[config.mk]
export PLATFORM = sky130hd
export DESIGN_NAME = pit_input_seq
export DESIGN_NICKNAME = d
export VERILOG_FILES = /design/src/pit_pkg.sv /design/src/pit_sync3.sv /design/src/pit_input_seq.sv
export SDC_FILE = /design/constraint.sdc
export NUM_CORES = 1
export LEC_CHECK = 0
export BUFFER_PORTS_ARGS = -buffer_cell sky130_fd_sc_hd__buf_2
export CAP_MARGIN = 20
export CORE_MARGIN = 4
export CORE_UTILIZATION = 55
export DETAILED_ROUTE_END_ITERATION = 6
export PLACE_DENSITY = 0.79
export SYNTH_ARGS = -nofsm -noshare
export SYNTH_HDL_FRONTEND = slang
export SYNTH_SLANG_ARGS = --single-unit
[constraint.sdc]
create_clock -name sys_clk -period 3 [get_ports sys_clk]
set_input_delay 0.45 -clock sys_clk [delete_from_list [all_inputs] [get_ports sys_clk]]
set_output_delay 0.45 -clock sys_clk [all_outputs]
set_load 0.05 [all_outputs]
[src/pit_pkg.sv]
// package: constants and types for the programmed input transfer sequencer
package pit_pkg;
    // ------------------------------------------------------------
    // timing
    // ------------------------------------------------------------
    localparam int CLK_PERIOD_NS = 25;
    localparam int MEM_CYCLE_NS = 750;
    localparam int SLOTS_PER_CYCLE = 15;
    // clocks in one memory cycle and in one T slot
    localparam int CYCLE_CLKS = MEM_CYCLE_NS / CLK_PERIOD_NS;
    localparam int SLOT_CLKS = CYCLE_CLKS / SLOTS_PER_CYCLE;
    localparam logic [3:0] SLOT_HOLD_START = 4'h3;
    localparam logic [3:0] SLOT_SYNC = 4'h5;
    localparam logic [3:0] SLOT_HOLD_END = 4'hD;
    localparam logic [3:0] SLOT_LAST = 4'hF;
    // ------------------------------------------------------------
    // instruction word fields
    // ------------------------------------------------------------
    localparam int WAIT_BIT = 9;
    localparam int UNIT_LSB = 10;
    localparam int UNIT_W = 6;
    localparam int WORD_W = 16;
    localparam logic ODD_PARITY_DEFAULT = 1'b1;
    localparam logic [15:0] PC_RESET = 16'h0000;
    // ------------------------------------------------------------
    // types
    // ------------------------------------------------------------
    typedef enum logic [2:0] {
        ST_IDLE, ST_FETCH, ST_INDIRECT, ST_TEST, ST_EXEC
    } seq_state_e;
    typedef struct packed {
        logic xfer_enable;
        logic wait_flag;
        logic [UNIT_W-1:0] unit_number;
        logic instr_sync;
        logic data_accepted;
        logic parity_error;
    } bus_out_s;
    typedef struct packed {
        logic unit_test_return;
        logic unit_sync_return;
        logic parity_request;
        logic parity_bit;
        logic [WORD_W-1:0] data;
    } bus_in_s;
endpackage

[src/pit_sync3.sv]
// file: three-stage input synchroniser with agreement filter
`timescale 1ns/1ps
module pit_sync3 #(
    parameter int W = 1
) (
    input wire logic sys_clk,
    input wire logic resetn,
    input wire logic [W-1:0] din,
    output logic [W-1:0] dout
);
    logic [W-1:0] s1_reg, s2_reg, s3_reg, out_reg;
    logic [W-1:0] out_next;

    // a bit changes only once stages two and three agree
    always_comb begin
        out_next = out_reg;
        for (int i = 0; i < W; i++) begin
            if (s2_reg[i] == s3_reg[i]) begin
                out_next[i] = s2_reg[i];
            end
        end
    end

    always_ff @(posedge sys_clk or negedge resetn) begin
        if (!resetn) begin
            s1_reg <= '0;
            s2_reg <= '0;
            s3_reg <= '0;
            out_reg <= '0;
        end else begin
            s1_reg <= din;
            s2_reg <= s1_reg;
            s3_reg <= s2_reg;
            out_reg <= out_next;
        end
    end

    assign dout = out_reg;
endmodule // pit_sync3

[src/pit_input_seq.sv]
// file: mainframe sequencer for programmed single-word input transfers
// Summary of operation
// - input instruction: at least two fetch cycles then one execute
// - second fetch cycle tests the unit and repeats in wait mode
// - memory input in address mode adds cycles for each extra indirect
// - execute only after address resolved and unit sync returned
// - skip and immediate with ready unit completes in three cycles
// - enable, wait flag and unit held from T3 to next T13
// - instruction sync raised at slot five; only matching unit answers
// - sync sets a hold latch; unit sync return clears it
// - test return advances program counter by two, else by one
// - data accepted takes the word after a ready response
// - a parity bit accompanies every word sent to a unit
// - computer checks input parity on load, flags error to unit
// - wait flag in bit nine, unit number in bits ten to fifteen
`timescale 1ns/1ps
module pit_input_seq
    import pit_pkg::*;
#(
    parameter logic ODD_PARITY = pit_pkg::ODD_PARITY_DEFAULT
) (
    input wire logic sys_clk,
    input wire logic resetn,
    input wire logic start,
    input wire logic [pit_pkg::WORD_W-1:0] instr_word,
    input wire logic to_memory,
    input wire logic indirect_mode,
    input wire logic [3:0] indirect_depth,
    input wire logic [pit_pkg::WORD_W-1:0] out_word,
    input wire pit_pkg::bus_in_s bus_in,
    output pit_pkg::bus_out_s bus_out,
    output logic out_parity,
    output logic [pit_pkg::WORD_W-1:0] load_data,
    output logic load_strobe,
    output logic load_to_memory,
    output logic [15:0] program_counter,
    output logic busy
);
    import pit_pkg::*;

    // ------------------------------------------------------------
    // bus input synchronisation
    // ------------------------------------------------------------
    localparam int BIN_W = $bits(bus_in_s);
    logic [BIN_W-1:0] bin_sync;
    bus_in_s bin;

    pit_sync3 #(.W(BIN_W)) u_sync (
        .sys_clk(sys_clk),
        .resetn(resetn),
        .din(bus_in),
        .dout(bin_sync)
    );
    assign bin = bus_in_s'(bin_sync);

    // ------------------------------------------------------------
    // slot timing and sequencer
    // ------------------------------------------------------------
    seq_state_e state_reg, state_next;
    logic [7:0] clk_cnt_reg, clk_cnt_next;
    logic [3:0] slot_reg, slot_next;
    logic [3:0] ind_left_reg, ind_left_next;
    logic hold_latch_reg, hold_latch_next;
    logic skip_reg, skip_next;
    logic wait_reg, wait_next;
    logic [UNIT_W-1:0] unit_reg, unit_next;
    logic enable_reg, enable_next;
    logic sync_reg, sync_next;
    logic accept_reg, accept_next;
    logic perr_reg, perr_next;
    logic mem_reg, mem_next;
    logic [15:0] pc_reg, pc_next;
    logic [WORD_W-1:0] ld_data_reg, ld_data_next;
    logic ld_stb_reg, ld_stb_next;
    logic opar_reg, opar_next;
    logic busy_reg, busy_next;
    logic slot_tick, cycle_end;

    assign slot_tick = (clk_cnt_reg == 8'(SLOT_CLKS - 1));
    assign cycle_end = slot_tick && (slot_reg == SLOT_LAST);

    // next-state for sequencer, bus drive and program counter
    always_comb begin
        state_next = state_reg;
        clk_cnt_next = slot_tick ? 8'h00 : clk_cnt_reg + 8'h01;
        slot_next = slot_reg;
        ind_left_next = ind_left_reg;
        hold_latch_next = hold_latch_reg;
        skip_next = skip_reg;
        wait_next = wait_reg;
        unit_next = unit_reg;
        enable_next = enable_reg;
        sync_next = sync_reg;
        accept_next = accept_reg;
        perr_next = perr_reg;
        mem_next = mem_reg;
        pc_next = pc_reg;
        ld_data_next = ld_data_reg;
        ld_stb_next = 1'b0;
        // parity bit sent with each outgoing word
        opar_next = (^out_word) ^ ODD_PARITY;
        if (slot_tick) begin
            slot_next = (slot_reg == SLOT_LAST) ? 4'h1 : slot_reg + 4'h1;
        end
        // enables dropped after T13 of the idle cycle that follows execute
        if (state_reg == ST_IDLE && slot_tick &&
            slot_reg == SLOT_HOLD_END) begin
            enable_next = 1'b0;
        end
        case (state_reg)
            ST_IDLE: begin
                if (start && slot_tick && slot_reg == SLOT_LAST) begin
                    state_next = ST_FETCH;
                    mem_next = to_memory;
                    ind_left_next = (to_memory && indirect_mode &&
                        indirect_depth > 4'h1) ? indirect_depth - 4'h1 : 4'h0;
                    perr_next = 1'b0;
                    skip_next = 1'b0;
                end
            end
            ST_FETCH: begin
                // latch instruction fields at T3
                if (slot_tick && slot_reg == (SLOT_HOLD_START - 4'h1)) begin
                    enable_next = 1'b1;
                    wait_next = instr_word[WAIT_BIT];
                    unit_next = instr_word[UNIT_LSB +: UNIT_W];
                end
                // instruction sync at the sync slot sets the hold latch
                if (slot_tick && slot_reg == (SLOT_SYNC - 4'h1)) begin
                    sync_next = 1'b1;
                    hold_latch_next = 1'b1;
                end
                if (cycle_end) begin
                    state_next = (ind_left_reg != 4'h0) ? ST_INDIRECT
                        : ST_TEST;
                end
            end
            ST_INDIRECT: begin
                if (cycle_end) begin
                    ind_left_next = ind_left_reg - 4'h1;
                    if (ind_left_reg == 4'h1) begin
                        state_next = ST_TEST;
                    end
                end
            end
            ST_TEST: begin
                // sync return clears the hold latch, test return notes skip
                if (bin.unit_sync_return && hold_latch_reg) begin
                    hold_latch_next = 1'b0;
                    skip_next = bin.unit_test_return;
                end
                if (cycle_end && !hold_latch_next) begin
                    state_next = ST_EXEC;
                end
            end
            ST_EXEC: begin
                if (skip_reg && slot_tick && slot_reg == SLOT_SYNC) begin
                    accept_next = 1'b1;
                    ld_data_next = bin.data;
                    ld_stb_next = 1'b1;
                    // check parity while loading
                    if (((^bin.data) ^ bin.parity_bit) != ODD_PARITY) begin
                        perr_next = bin.parity_request;
                    end
                end
                // data accepted stands through slots six to thirteen
                if (slot_tick && slot_reg == SLOT_HOLD_END) begin
                    accept_next = 1'b0;
                end
                if (cycle_end) begin
                    sync_next = 1'b0;
                    pc_next = pc_reg +
                        (skip_reg ? 16'h0002 : 16'h0001);
                    state_next = ST_IDLE;
                end
            end
            default: state_next = ST_IDLE;
        endcase
        // busy comes from a flip-flop, in step with the state register
        busy_next = (state_next != ST_IDLE);
    end

    always_ff @(posedge sys_clk or negedge resetn) begin
        if (!resetn) begin
            state_reg <= ST_IDLE;
            clk_cnt_reg <= 8'h00;
            slot_reg <= 4'h1;
            ind_left_reg <= 4'h0;
            hold_latch_reg <= 1'b0;
            skip_reg <= 1'b0;
            wait_reg <= 1'b0;
            unit_reg <= '0;
            enable_reg <= 1'b0;
            sync_reg <= 1'b0;
            accept_reg <= 1'b0;
            perr_reg <= 1'b0;
            mem_reg <= 1'b0;
            pc_reg <= PC_RESET;
            ld_data_reg <= '0;
            ld_stb_reg <= 1'b0;
            opar_reg <= 1'b0;
            busy_reg <= 1'b0;
        end else begin
            state_reg <= state_next;
            clk_cnt_reg <= clk_cnt_next;
            slot_reg <= slot_next;
            ind_left_reg <= ind_left_next;
            hold_latch_reg <= hold_latch_next;
            skip_reg <= skip_next;
            wait_reg <= wait_next;
            unit_reg <= unit_next;
            enable_reg <= enable_next;
            sync_reg <= sync_next;
            accept_reg <= accept_next;
            perr_reg <= perr_next;
            mem_reg <= mem_next;
            pc_reg <= pc_next;
            ld_data_reg <= ld_data_next;
            ld_stb_reg <= ld_stb_next;
            opar_reg <= opar_next;
            busy_reg <= busy_next;
        end
    end

    // ------------------------------------------------------------
    // outputs
    // ------------------------------------------------------------
    assign bus_out = '{xfer_enable: enable_reg, wait_flag: wait_reg,
        unit_number: unit_reg, instr_sync: sync_reg,
        data_accepted: accept_reg, parity_error: perr_reg};
    assign out_parity = opar_reg;
    assign load_data = ld_data_reg;
    assign load_strobe = ld_stb_reg;
    assign load_to_memory = mem_reg;
    assign program_counter = pc_reg;
    assign busy = busy_reg;

    // ------------------------------------------------------------
    // assertions
    // ------------------------------------------------------------
    a_exec_after_test: assert property (@(posedge sys_clk)
        disable iff (!resetn)
        (state_next == ST_EXEC && state_reg != ST_EXEC) |->
        state_reg == ST_TEST)
        else $error("execute entered without test cycle");
    a_hold_blocks: assert property (@(posedge sys_clk)
        disable iff (!resetn)
        (state_reg == ST_TEST && hold_latch_reg && !bin.unit_sync_return)
        |=> state_reg == ST_TEST)
        else $error("left test cycle while held");
    a_sync_sets_hold: assert property (@(posedge sys_clk)
        disable iff (!resetn)
        $rose(sync_reg) |-> hold_latch_reg)
        else $error("sync without hold latch");
    a_sync_slot: assert property (@(posedge sys_clk)
        disable iff (!resetn)
        $rose(sync_reg) |-> slot_reg == SLOT_SYNC)
        else $error("sync not at slot five");
    a_pc_step: assert property (@(posedge sys_clk)
        disable iff (!resetn)
        (state_reg == ST_EXEC && cycle_end) |=>
        pc_reg == $past(pc_reg) + ($past(skip_reg) ? 16'h0002 : 16'h0001))
        else $error("program counter step wrong");
    a_enable_held: assert property (@(posedge sys_clk)
        disable iff (!resetn)
        (state_reg == ST_TEST) |-> enable_reg && $stable(unit_reg))
        else $error("enable or unit not held");
    a_accept_ready: assert property (@(posedge sys_clk)
        disable iff (!resetn)
        $rose(accept_reg) |-> skip_reg && state_reg == ST_EXEC)
        else $error("data accepted without ready");
    a_indirect_exit: assert property (@(posedge sys_clk)
        disable iff (!resetn)
        (state_reg == ST_INDIRECT && state_next == ST_TEST) |->
        ind_left_reg == 4'h1)
        else $error("indirect chain cut short");
endmodule // pit_input_seq

; ---- Word-level counts from Yosys, hierarchy flattened
; Cells that the tools add are included.
; W data, S select, Z words.
[word_totals]
reg_bits = 148
input_bits = 61
[op_classes]
add_sub_neg = 5
n_lt_le_gt_ge = 1
n_eq_ne = 38
n_mux = 34
bitwise_logic = 2
reduce_logical = 36
[op_table]
columns = op, count
row1 = $reduce_xor A16 Y1, 2
row2 = $eq A1 B1 Y1, 20
row3 = $mux W3, 6
row4 = $add A16 B2 Y16, 1
row5 = $mux W1, 16
row6 = $mux W4, 4
row7 = $pmux W3 S5, 1
row8 = $logic_and A1 B1 Y1, 14
row9 = $ne A2 B2 Y1 const B, 6
row10 = $reduce_and A2 Y1, 6
row11 = $reduce_bool A2 Y1, 6
row12 = $reduce_and A3 Y1, 3
row13 = $add A8 B1 Y8 const B, 1
row14 = $eq A4 B3 Y1 const B, 2
row15 = $eq A4 B4 Y1 const B, 2
row16 = $eq A8 B1 Y1 const B, 1
row17 = $mux W8, 1
row18 = $pmux W1 S2, 4
row19 = $pmux W4 S2, 1
row20 = $sub A4 B1 Y4 const B, 2
row21 = $eq A3 B2 Y1 const B, 2
row22 = $add A4 B1 Y4 const B, 1
row23 = $eq A4 B1 Y1 const B, 1
row24 = $eq A4 B2 Y1 const B, 1
row25 = 12 further kinds, 12

; ---- Logic depth before layout (Yosys ltp)
; Gate-level depths: netlist of the first run.
[logic_depth]
word_depth = 8
mapped_depth = 8
ltp_nobuf = 8

; ---- Hierarchy
; Synthesis of the first run repeated with hierarchy kept, for this count alone.
[unflattened]
hier_cells = 410
area_unflattened_um2 = 5805.6
[modules_own_cells]
columns = module, n_inst, cells_each, area_each_um2, seq_area_each_um2
row1 = pit_input_seq, 1, 310, 3578.4, 1702.9
row2 = pit_sync3, 1, 100, 2227.1, 2001.9

; ---- Worst setup path before layout of the first run
; OpenSTA, ideal clock, no wires.
[synth_timing]
path_type = reg2reg
from = reg pc_reg[0], in the netlist program_counter[0]
to = reg pc_reg[10], in the netlist program_counter[10]
setup_ns = 0.082
arrival_ns = 2.100
required_ns = 2.918
setup_slack_ns = 0.818
path_stages_with_launch = 8
n_path_buf = 0
period_less_slack_ns = 2.182
cell_sequence = dfrtp_1 -> ha_1 -> inv_1 -> fa_1 -> and4b_1 -> nand4_1 -> nor3_1 -> xor2_1
[synth_via]
elab_chain_cells = 1
[synth_lines]
columns = item, line_no
row1 = "start, declared", pit_input_seq.sv:72  ; logic [15:0] pc_reg, pc_next;
row2 = "start signal, assigned", pit_input_seq.sv:217  ; pc_reg <= pc_next;
row3 = $add A16 B2 Y16, pit_input_seq.sv:172  ; pc_next = pc_reg +
; No other way between the ends.
; A chain may end at the register's enable or synchronous reset.

; ---- Final worst setup path of the first run
[layout_timing]
from = reg clk_cnt_reg[1]
to = reg ld_data_reg[4], in the netlist load_data[4]
[layout_via]
elab_chain_cells = 4
[layout_lines]
columns = item, line_no
row1 = "start, declared", pit_input_seq.sv:60  ; logic [7:0] clk_cnt_reg, clk_cnt_next;
row2 = "start signal, assigned", pit_input_seq.sv:205  ; clk_cnt_reg <= clk_cnt_next;
row3 = $eq A8 B1 Y1, pit_input_seq.sv:79  ; assign slot_tick = (clk_cnt_reg == 8'(SLOT_CLKS - 1));
row4 = $logic_and A1 B1 Y1 (2 in series), pit_input_seq.sv:157  ; if (skip_reg && slot_tick && slot_reg == SLOT_SYNC) begin
row5 = $reduce_and A2 Y1 (no source line), -
row6 = "end signal, assigned", pit_input_seq.sv:218  ; ld_data_reg <= ld_data_next;
row7 = "end, declared", pit_input_seq.sv:73  ; logic [WORD_W-1:0] ld_data_reg, ld_data_next;
; No other way between the ends.

==> impl_metrics.py, run 1 <==
metrics = {
    "run_status": {
        "status": "complete, no violations",
    },
    "floorplanning": {
        "die_h_microns": 110,
        "placementRows": 37,
        "io_pins": 108,
        "die_area_sq_um": 12200,
        "die_w_microns": 110,
        "core-area_sq_um": 10300,
        "initial_core_util_pct": 56.2,
    },
    "logic_synthesis": {
        "synth_top_area_cell": "dfrtp_1",
        "syn_area_sq_um": 5770,
        "synth_top_cells_by_area": "dfrtp_1, xnor2_1, mux2_2",
        "synth_flop_cell": "dfrtp_1",
        "netlist-cell-type-count": 52,
        "synth-async-reset-ratio_pct": 100,
        "ys_seq_area_share_pct": 64.2,
        "synth-seq-cells": 148,
        "yosysWarnings": 0,
        "netlist_instances": 415,
        "syn-num-nets": 490,
        "synth_common_cells": "dfrtp_1, xnor2_1, mux2_2",
        "yosysMostFrequentCell": "dfrtp_1",
        "yosysTopAreaCellShare_pct": 63.7,
        "avgSynthCellArea_sq_um": 13.9,
        "synth_edf_count": 0,
    },
    "route": {
        "drt.antenna.violating_nets": 0,
        "drt-pass1-iter-count": 4,
        "initialDrtViolationCount": 184,
        "vias": 3532,
        "wl_per_cell_microns": 14.9,
        "wl_microns": 10100,
        "vias_per_cell": 5.20,
        "drc": 0,
    },
    "global_routing": {
        "gr-usage-all-layers_pct": 18.0,
        "grt_max_degree": 81,
        "grt_pass1_wl_microns": 17800,
        "grt-ovfl-total": 0,
        "antenna_found_initial": 0,
        "grt_pass1_vias": 3702,
    },
    "placed_design": {
        "dpl_cell_area_sq_um": 6420,
        "gp_congestion": 0.811,
        "place_ws_ns": 0.698,
        "io_buffers": 98,
        "dp_hpwl_microns": 7160,
    },
    "clock_tree": {
        "clock_latency_ns": 0.51,
        "cts-htree-levels": 4,
        "cts-resized-gates": 0,
        "postCtsHoldBufs": 1,
        "root_buffer": "clkbuf_8",
        "clkSinkCount": 148,
        "cts_tree": "done",
        "clk_pin_slew_worst_paths_ns": 0.07,
        "clockBufferDepth": 2,
        "cts_buffers": 17,
        "cts_setup_buffers": 0,
    },
    "timing": {
        "tns_ns": 0,
        "fin_crit_ns": 2.33,
        "worst_pin_slew_ns": 0.813,
        "setup_ws_ns": 0.666,
        "hold_viol_final": 0,
        "setup_violations": 0,
        "fin_crit_sh_pct": 77.8,
        "rsz0062_at_grt": "no",
        "max-slew-margin-rel_pct": 45.1,
        "finalMaxSlewViolations": 0,
        "fmax_mhz": 428,
        "clock_skew_ns": 0.00863,
    },
    "power": {
        "leakage_uw": 0.00334,
        "irDropWorstVdd_mv": 0.445,
        "p_per_area_nw_per_um2": 652,
    },
    "critical_path": {
        "crit_path_max_incr_delay_ns": 0.42,
        "cp_data_arrival_time_ns": 2.72,
        "crit_path_top_delay_cell": "dfrtp_1",
        "cp.required_ns": 3.39,
        "worstSetupEndpointType": "register",
        "startpoint_type": "register",
        "reg2reg_slack_ns": 0.67,
        "crit_chain": "inv_1 -> ha_1 -> nor4b_2 -> nand3_1 -> nor2_2 -> buf_4 -> mux2_2",
        "crit_fanout": 18,
        "path_class": "reg -> reg",
    },
    "final_layout": {
        "syn2layout_area_growth_pct": 21.9,
        "nNetsFinal": 605,
        "fillers": 729,
        "drive_gt1_share_pct": 32.2,
        "seq_area_sq_um": 3700,
        "utilization_pct": 68.5,
        "num_antenna_cells": 0,
        "fin_area_sq_um": 7040,
        "multi_input_area_sq_um": 1970,
    },
    "min_path": {
        "holdCritPathClass": "in -> reg",
    },
    "job": {
        "cap_viol_max_count": 0,
    },
}
-- critical path, delay by kind of cell, from the launching register on --
kind / cells / cell delay [ns]
adders and majority gates: 1 / 0.15
buffers and inverters: 2 / 0.35
DFF: 1 / 0.42
muxes: 1 / 0.38
and+or+nand+nor: 3 / 0.92
-- per-stage QoR --
step                total power (uW)  std cells  hold slack, ns
global placement                2490        646           0.332
CTS                             4640        679          0.0145
finish                          4590        679          0.0460
floorplan                       2370        415           0.154
global route                    4780        679         0.00765
detailed placement              2510        646           0.335
-- cells by family after synthesis --
logic type	Yosys count	share of synthesized area [%]
flops	148	64.2
simple gates	100	9.82
xor+xnor	52	8.63
compound gates	35	4.10
fa+ha+maj	34	6.63
mux	25	4.88
buf+inv	21	1.78
-- where the power goes --
part	internal, uW	total [uW]	switching (uW)	leakage [uW]
Combinational	167	346	179	0.00124
Clock	1230	2120	894	0.000290
Sequential	2080	2130	47.7	0.00181
-- layout by cell type, fill, tap and decap left out, types with 6 or more instances in the layout --
master,Yosys,routed
dfrtp_1,147,147
nand3_1,10,10
nand2_1,24,24
buf_2,1,97
maj3_1,20,20
o21ai_0,11,11
inv_1,13,13
mux2_2,25,25
ha_1,13,13
xor2_1,12,12
a21oi_1,6,6
and3_1,6,6
nor3_1,8,8
xnor2_1,37,37
clkbuf_16,0,16
nor2_1,19,19
-- cell type report --
class / count / share of cell area (%)
Sequential cell: 148 / 52.6
Multi-Input combinational cell: 246 / 27.9
Timing Repair Buffer: 104 / 7.73
Clock buffer: 17 / 5.89
Clock inverter: 15 / 2.68
Tap cell: 136 / 2.42
Inverter: 13 / 0.693
-- path summary, 6_finish.rpt --
kind	end	depth (start not counted)	startpoint
min in group asynchronous	load_data[10]	2	resetn
hold / removal	u_sync.s1_reg[4]	1	bus_in[4]
max in group asynchronous	program_counter[2]	3	resetn
setup / recovery	load_data[4]	7	clk_cnt_reg[1]
hold reg to reg	u_sync.s2_reg[13]	0	u_sync.s1_reg[13]
setup reg to reg	load_data[4]	7	clk_cnt_reg[1]
-- metal layers --
layer,global-route usage (%),wire length [microns],vias to the layer above
met5,0,0,-
met4,7.55,194,0
met3,4.99,513,17
met2,28.7,5060,104
met1,23.5,4380,1744
li1,-,-,1667
No activity file was read; power rests on OpenSTA's default activity.
==> run 2: changes to the inputs <==
- ABC_AREA: default -> 1
- clock period: 3 -> 2.4 ns (I/O delays scaled with it)
==> run 2 against run 1 <==
Critical path depth is 4 higher. Power is 25% higher. First-iteration DRC count up 44%. Global-route usage grew 1.7 points. Register-to-register slack worse by 0.45 ns. Synthesized area up 4.1%. Worst setup slack got worse by 0.45 ns. Routed wire length up 12%. Non-clock buffer count up 19.
==> impl_metrics.py, run 2 <==
metrics = {
    "clock_tree": {
        "clock_latency_ns": 0.52,
        "cts_buffers": 17,
        "cts-htree-levels": 4,
        "clkSinkCount": 148,
        "root_buffer": "clkbuf_8",
        "cts_setup_buffers": 0,
        "clk_pin_slew_worst_paths_ns": 0.06,
        "clockBufferDepth": 2,
        "cts_tree": "done",
    },
    "global_routing": {
        "grt_pass1_wl_microns": 20100,
        "grt_pass1_vias": 4414,
        "antenna_found_initial": 0,
        "grt_max_degree": 60,
        "gr-usage-all-layers_pct": 19.7,
        "grt-ovfl-total": 0,
    },
    "floorplanning": {
        "io_pins": 108,
        "die_w_microns": 113,
        "die_area_sq_um": 12700,
        "core-area_sq_um": 10500,
        "initial_core_util_pct": 57.4,
        "placementRows": 37,
        "die_h_microns": 113,
    },
    "final_layout": {
        "fillers": 806,
        "drive_gt1_share_pct": 23.6,
        "num_antenna_cells": 0,
        "nNetsFinal": 770,
        "layout_commonest_cell": "dfrtp_1",
        "syn2layout_area_growth_pct": 24.3,
        "final_cell_mix": "dfrtp_1, nand2_1, buf_2, inv_1, o21ai_0",
        "final_cells": 844,
    },
    "job": {
        "cap_viol_max_count": 0,
    },
    "logic_synthesis": {
        "syn-num-nets": 637,
        "synth_flop_cell": "dfrtp_1",
        "synth_top_family_by_area": "simple AND/OR/NAND/NOR gates",
        "synth-async-reset-ratio_pct": 100,
        "avgSynthCellArea_sq_um": 10.7,
        "yosysWarnings": 0,
        "synth_top_area_cell": "dfrtp_1",
        "netlist-cell-type-count": 38,
        "synth_common_cells": "dfrtp_1, nand2_1, inv_1",
        "ys_seq_area_share_pct": 61.7,
        "syn_area_sq_um": 6010,
        "synth_xor_area_share_pct": 5.25,
        "yosysTopAreaCellShare_pct": 61.2,
        "synth_edf_count": 0,
        "synth-seq-cells": 148,
        "synth_adder_area_share_pct": 6.37,
        "synth_top_cells_by_area": "dfrtp_1, nand2_1, inv_1",
        "yosysMostFrequentCell": "dfrtp_1",
        "synthMuxAreaShare_pct": 1.50,
        "netlist_instances": 562,
        "synthSimpleGateAreaFrac_pct": 15.9,
        "synth_compound_area_share_pct": 4.08,
    },
    "critical_path": {
        "reg2reg_to": "program_counter[14]",
        "reg2reg_from": "skip_reg",
        "r2r_cells": 11,
        "cp.required_ns": 2.81,
        "crit_buf_inv": 3,
        "crit_path_top_delay_cell": "dfrtp_1",
        "crit_chain": "inv_1 -> ha_1 -> inv_1 -> fa_1 -> inv_1 -> nand3b_1 -> nor2_2 -> nand4_2 -> nor2_1 -> nand3_1 -> xnor2_1",
        "cp.depth": 11,
        "reg2reg_slack_ns": 0.22,
        "startpoint_type": "register",
        "critPathTopFamily": "simple AND/OR/NAND/NOR gates",
        "path_class": "reg -> reg",
        "cp_data_arrival_time_ns": 2.59,
        "crit_fanout": 3,
        "crit_top_cell": "inv_1",
        "crit_path_max_incr_delay_ns": 0.40,
        "worstSetupEndpointType": "register",
    },
    "placed_design": {
        "dp_hpwl_microns": 8050,
        "dp.cells": 791,
        "io_buffers": 98,
        "gp_congestion": 0.808,
    },
    "min_path": {
        "hold_start": "instr_word[9]",
        "holdCritPathClass": "in -> reg",
        "hold_path_end": "wait_reg",
        "worstHoldPathCells": 2,
    },
    "timing": {
        "clock_skew_ns": 0.00648,
        "fin_crit_ns": 2.18,
        "finalMaxSlewViolations": 0,
        "worst_pin_slew_ns": 0.807,
        "fmax_mhz": 459,
        "hold_viol_final": 0,
        "fin_crit_sh_pct": 90.8,
        "fin_hold_ws_ns": 0.0750,
        "setup_violations": 0,
        "max-slew-margin-rel_pct": 46.2,
        "rsz0062_at_grt": "yes",
    },
    "route": {
        "drt.antenna.violating_nets": 0,
        "wl_per_cell_microns": 13.5,
        "drc": 0,
        "vias_per_cell": 4.98,
        "initialDrtViolationCount": 265,
        "vias": 4207,
        "drt-pass1-iter-count": 4,
        "wl_microns": 11400,
    },
    "power": {
        "total_power_uw": 5730,
        "leakage_uw": 0.00385,
        "irDropWorstVdd_mv": 0.559,
        "p_per_area_nw_per_um2": 767,
    },
    "run_status": {
        "status": "complete, no violations",
    },
}
## run 2: cell count changes in the layout (fill, tap and decap cells not counted), moves of 4 or more
cell / previous run / this run
inv_1: 13 / 63
inv_8: 4 / 0
nor4_1: 4 / 0
dlygate4sd3_1: 1 / 21
nand3_1: 10 / 15
inv_2: 0 / 7
xnor2_1: 37 / 20
and3_1: 6 / 0
o21ai_0: 11 / 28
xor2_1: 12 / 16
nand2_1: 24 / 140
mux2_2: 25 / 8
## run 2: report_power, final
group	switching (uW)	total, uW	internal, uW
combinational	276	459	183
sequential	62.6	2660	2600
clock	995	2610	1610
total	1330	5730	4390
## run 2: how the worst max path moves through the flow
stage,from,slack [ns],to
finish,skip_reg,0.22,program_counter[14]
CTS,skip_reg,0.16,program_counter[14]
global placement,skip_reg,0.28,program_counter[14]
detailed placement,skip_reg,0.22,program_counter[14]
floorplan,program_counter[0],0.12,program_counter[14]
global route,clk_cnt_reg[1],-0.002,load_data[10]
## run 2: kinds of logic after synthesis
family	after synthesis
AOI/OAI and AO/OA	44
muxes	8
and+or+nand+nor	213
buffers and inverters	79
adders and majority gates	34
xor gates and xnor gates	36
DFF	148
## run 2: timing repair
item / CTS / global route
resized for setup: 0 / 1
endpoints found under the hold margin: 52 / 0
hold buffers: 21 / 0
setup endpoints to repair: 0 / 2
## run 2: worst reg2reg max path: stages (launching register included)
cell and delay (ns):
dfrtp_1 0.40, inv_1 0.12, ha_1 0.18, inv_1 0.06, fa_1 0.37, inv_1 0.10, nand3b_1 0.12, nor2_2 0.15
nand4_2 0.15, nor2_1 0.18, nand3_1 0.11, xnor2_1 0.13
## run 2: stage by stage
stage	setup TNS [ns]	cell area, sq um	worst slack (ns)	utilization [%]
final	0	7470	0.220	71.4
after global routing	-0.00216	7470	-0.00216	71.4
after CTS	0	7460	0.163	71.3
after detailed placement	0	6660	0.219	63.7
after global placement	0	6660	0.283	63.7
after floorplan	0	6010	0.115	-
## run 2: metal layers
layer  wire, microns  global-route usage, %
met5               0                      0
met1            4950                   24.6
met2            5600                   32.0
met4             243                   9.13
met3             614                   5.66
## run 2: final cells by class
type	count	area (sq um)	share of cell area, %
tap	136	170	2.28
multi-input combinational	335	1990	26.6
clock buffer	20	435	5.83
timing repair buffer	123	749	10.0
sequential	148	3700	49.6
clock inverter	12	155	2.08
inverter	70	263	3.52
==> run 3: changes to the inputs <==
- PLACE_DENSITY: 0.79 -> default
- PLACE_DENSITY_LB_ADDON: default -> 0.12
==> run 3 against run 2 <==
Sequential share of layout area down 0.33 points. Sequential cell count unchanged. First-iteration DRC count up 17%. Global-route usage down 0.78 points. Largest power group is now clock. Highest routed layer unchanged.
==> impl_metrics.py, run 3 (same netlist as run 2, synthesis figures left out) <==
metrics = {
    "clock_tree": {
        "root_buffer": "clkbuf_8",
        "clockBufferDepth": 2,
        "clkSinkCount": 148,
        "cts_buffers": 17,
        "clock_latency_ns": 0.52,
        "cts_setup_buffers": 0,
        "cts-htree-levels": 4,
        "cts_tree": "done",
        "clk_pin_slew_worst_paths_ns": 0.06,
    },
    "critical_path": {
        "path_class": "reg -> reg",
        "reg2reg_slack_ns": 0.25,
        "startpoint": "skip_reg",
        "crit_path_max_incr_delay_ns": 0.40,
        "r2r_cells": 11,
        "crit_path_top_delay_cell": "dfrtp_1",
        "crit_fanout": 3,
        "cp.depth": 11,
        "reg2reg_to": "program_counter[14]",
        "startpoint_type": "register",
        "crit_chain": "inv_1 -> ha_1 -> inv_1 -> fa_1 -> inv_1 -> nand3b_1 -> nor2_1 -> nand4_2 -> nor2_1 -> nand3_1 -> xnor2_1",
        "cp.required_ns": 2.81,
        "critPathTopFamily": "simple AND/OR/NAND/NOR gates",
        "worstSetupEndpointType": "register",
        "crit_buf_inv": 3,
        "crit_top_cell": "inv_1",
        "cp-endpoint": "program_counter[14]",
        "cp_data_arrival_time_ns": 2.55,
        "reg2reg_from": "skip_reg",
    },
    "route": {
        "drt.antenna.violating_nets": 0,
        "wl_microns": 10900,
        "initialDrtViolationCount": 310,
        "vias": 4137,
        "vias_per_cell": 4.90,
        "drc": 0,
        "wl_per_cell_microns": 12.9,
        "drt-pass1-iter-count": 4,
    },
    "placed_design": {
        "dpl_cell_area_sq_um": 6680,
        "io_buffers": 98,
        "dp_hpwl_microns": 7750,
        "gp_congestion": 0.789,
    },
    "global_routing": {
        "grt_max_degree": 72,
        "grt_pass1_wl_microns": 19300,
        "gr-usage-all-layers_pct": 18.9,
        "grt_pass1_vias": 4303,
        "antenna_found_initial": 0,
        "grt-ovfl-total": 0,
    },
    "timing": {
        "tns_ns": 0,
        "setup_violations": 0,
        "worst_pin_slew_ns": 0.667,
        "hold_viol_final": 0,
        "clock_skew_ns": 0.00532,
        "fmax_mhz": 466,
        "fin_crit_ns": 2.15,
        "rsz0062_at_grt": "no",
        "fin_crit_sh_pct": 89.4,
        "max-slew-margin-rel_pct": 55.5,
        "finalMaxSlewViolations": 0,
    },
    "floorplanning": {
        "io_pins": 108,
        "die_area_sq_um": 12700,
        "placementRows": 37,
        "die_w_microns": 113,
        "initial_core_util_pct": 57.4,
        "core-area_sq_um": 10500,
        "die_h_microns": 113,
    },
    "final_layout": {
        "final_cell_mix": "dfrtp_1, nand2_1, buf_2, inv_1, o21ai_0",
        "layout_commonest_cell": "dfrtp_1",
        "num_antenna_cells": 0,
        "drive_gt1_share_pct": 23.7,
        "fin_area_sq_um": 7520,
        "nNetsFinal": 771,
        "syn2layout_area_growth_pct": 25.1,
    },
    "job": {
        "cap_viol_max_count": 0,
    },
    "power": {
        "leakage_uw": 0.00387,
        "irDropWorstVdd_mv": 0.689,
        "p_per_area_nw_per_um2": 777,
    },
    "run_status": {
        "status": "complete, no violations",
    },
    "min_path": {
        "holdCritPathClass": "in -> reg",
    },
}
run 3: changes by cell type in the layout (fill, tap and decap cells not counted):
cell / change
clkinv_4: -2
bufinv_16: +1
clkinv_2: -1
nor2_2: -1
clkinvlp_4: +2
clkbuf_8: +1
nor2_1: +1
clkbuf_1: -1
buf_12: +1
run 3: worst min-delay path by stage:
| stage | to | startpoint | cells past startpoint | slack, ns |
|---|---|---|---|---|
| finish | unit_reg[5] | instr_word[15] | 2 | 0.07 |
| global route | unit_reg[0] | instr_word[10] | 2 | 0.06 |
| CTS | unit_reg[5] | instr_word[15] | 2 | 0.05 |
| detailed placement | u_sync.s2_reg[2] | u_sync.s1_reg[2] | 0 | 0.33 |
| global placement | u_sync.s2_reg[19] | u_sync.s1_reg[19] | 0 | 0.33 |
| floorplan | accept_reg | resetn | 0 | 0.06 |
run 3: per-layer routing:
layer | global-route usage [%] | share of wire (%) | vias up
li1 | - | - | 2041
met1 | 23.5 | 43 | 1972
met2 | 31.0 | 49 | 102
met3 | 5.34 | 5.6 | 22
met4 | 8.57 | 2.2 | 0
met5 | 0 | 0 | -
run 3: through the flow:
| stage | total power (uW) | std cells | hold slack (ns) | util [%] | setup WS (ns) |
|---|---|---|---|---|---|
| floorplan | 2960 | 562 | 0.0644 | - | 0.115 |
| global placement | 3110 | 792 | 0.332 | 63.9 | 0.288 |
| detailed placement | 3130 | 792 | 0.335 | 63.9 | 0.252 |
| CTS | 5890 | 845 | 0.0503 | 71.8 | 0.233 |
| global route | 6090 | 845 | 0.0589 | 71.8 | 0.00194 |
| finish | 5840 | 845 | 0.0698 | 71.8 | 0.254 |
run 3: final cells by class:
cell class | count | area [sq um]
clock buffers | 20 | 445
flip-flops and latches | 148 | 3700
multi-input cells | 335 | 1990
well taps | 136 | 170
clock inverters | 12 | 178
fillers | 797 | 2950
repair buffers | 124 | 769
inverters | 70 | 263
run 3: timing repair:
action                                 in CTS  in global routing
endpoints found under the hold margin      88                  0
hold buffers                               21                  0
gates resized for setup                     0                  0
run 3: where the power goes:
| group | leakage (uW) | internal (uW) | total [uW] | switching [uW] |
|---|---|---|---|---|
| combinational | 0.00176 | 184 | 455 | 271 |
| sequential | 0.00181 | 2600 | 2660 | 60.9 |
| clock | 0.000294 | 1740 | 2730 | 983 |
| total | 0.00387 | 4520 | 5840 | 1320 |
run 3: worst reg2reg max path, stage by stage (launching register included):
cell and delay [ns]:
dfrtp_1 0.40, inv_1 0.13, ha_1 0.18, inv_1 0.05
fa_1 0.36, inv_1 0.10, nand3b_1 0.10, nor2_1 0.16
nand4_2 0.14, nor2_1 0.17, nand3_1 0.11, xnor2_1 0.13
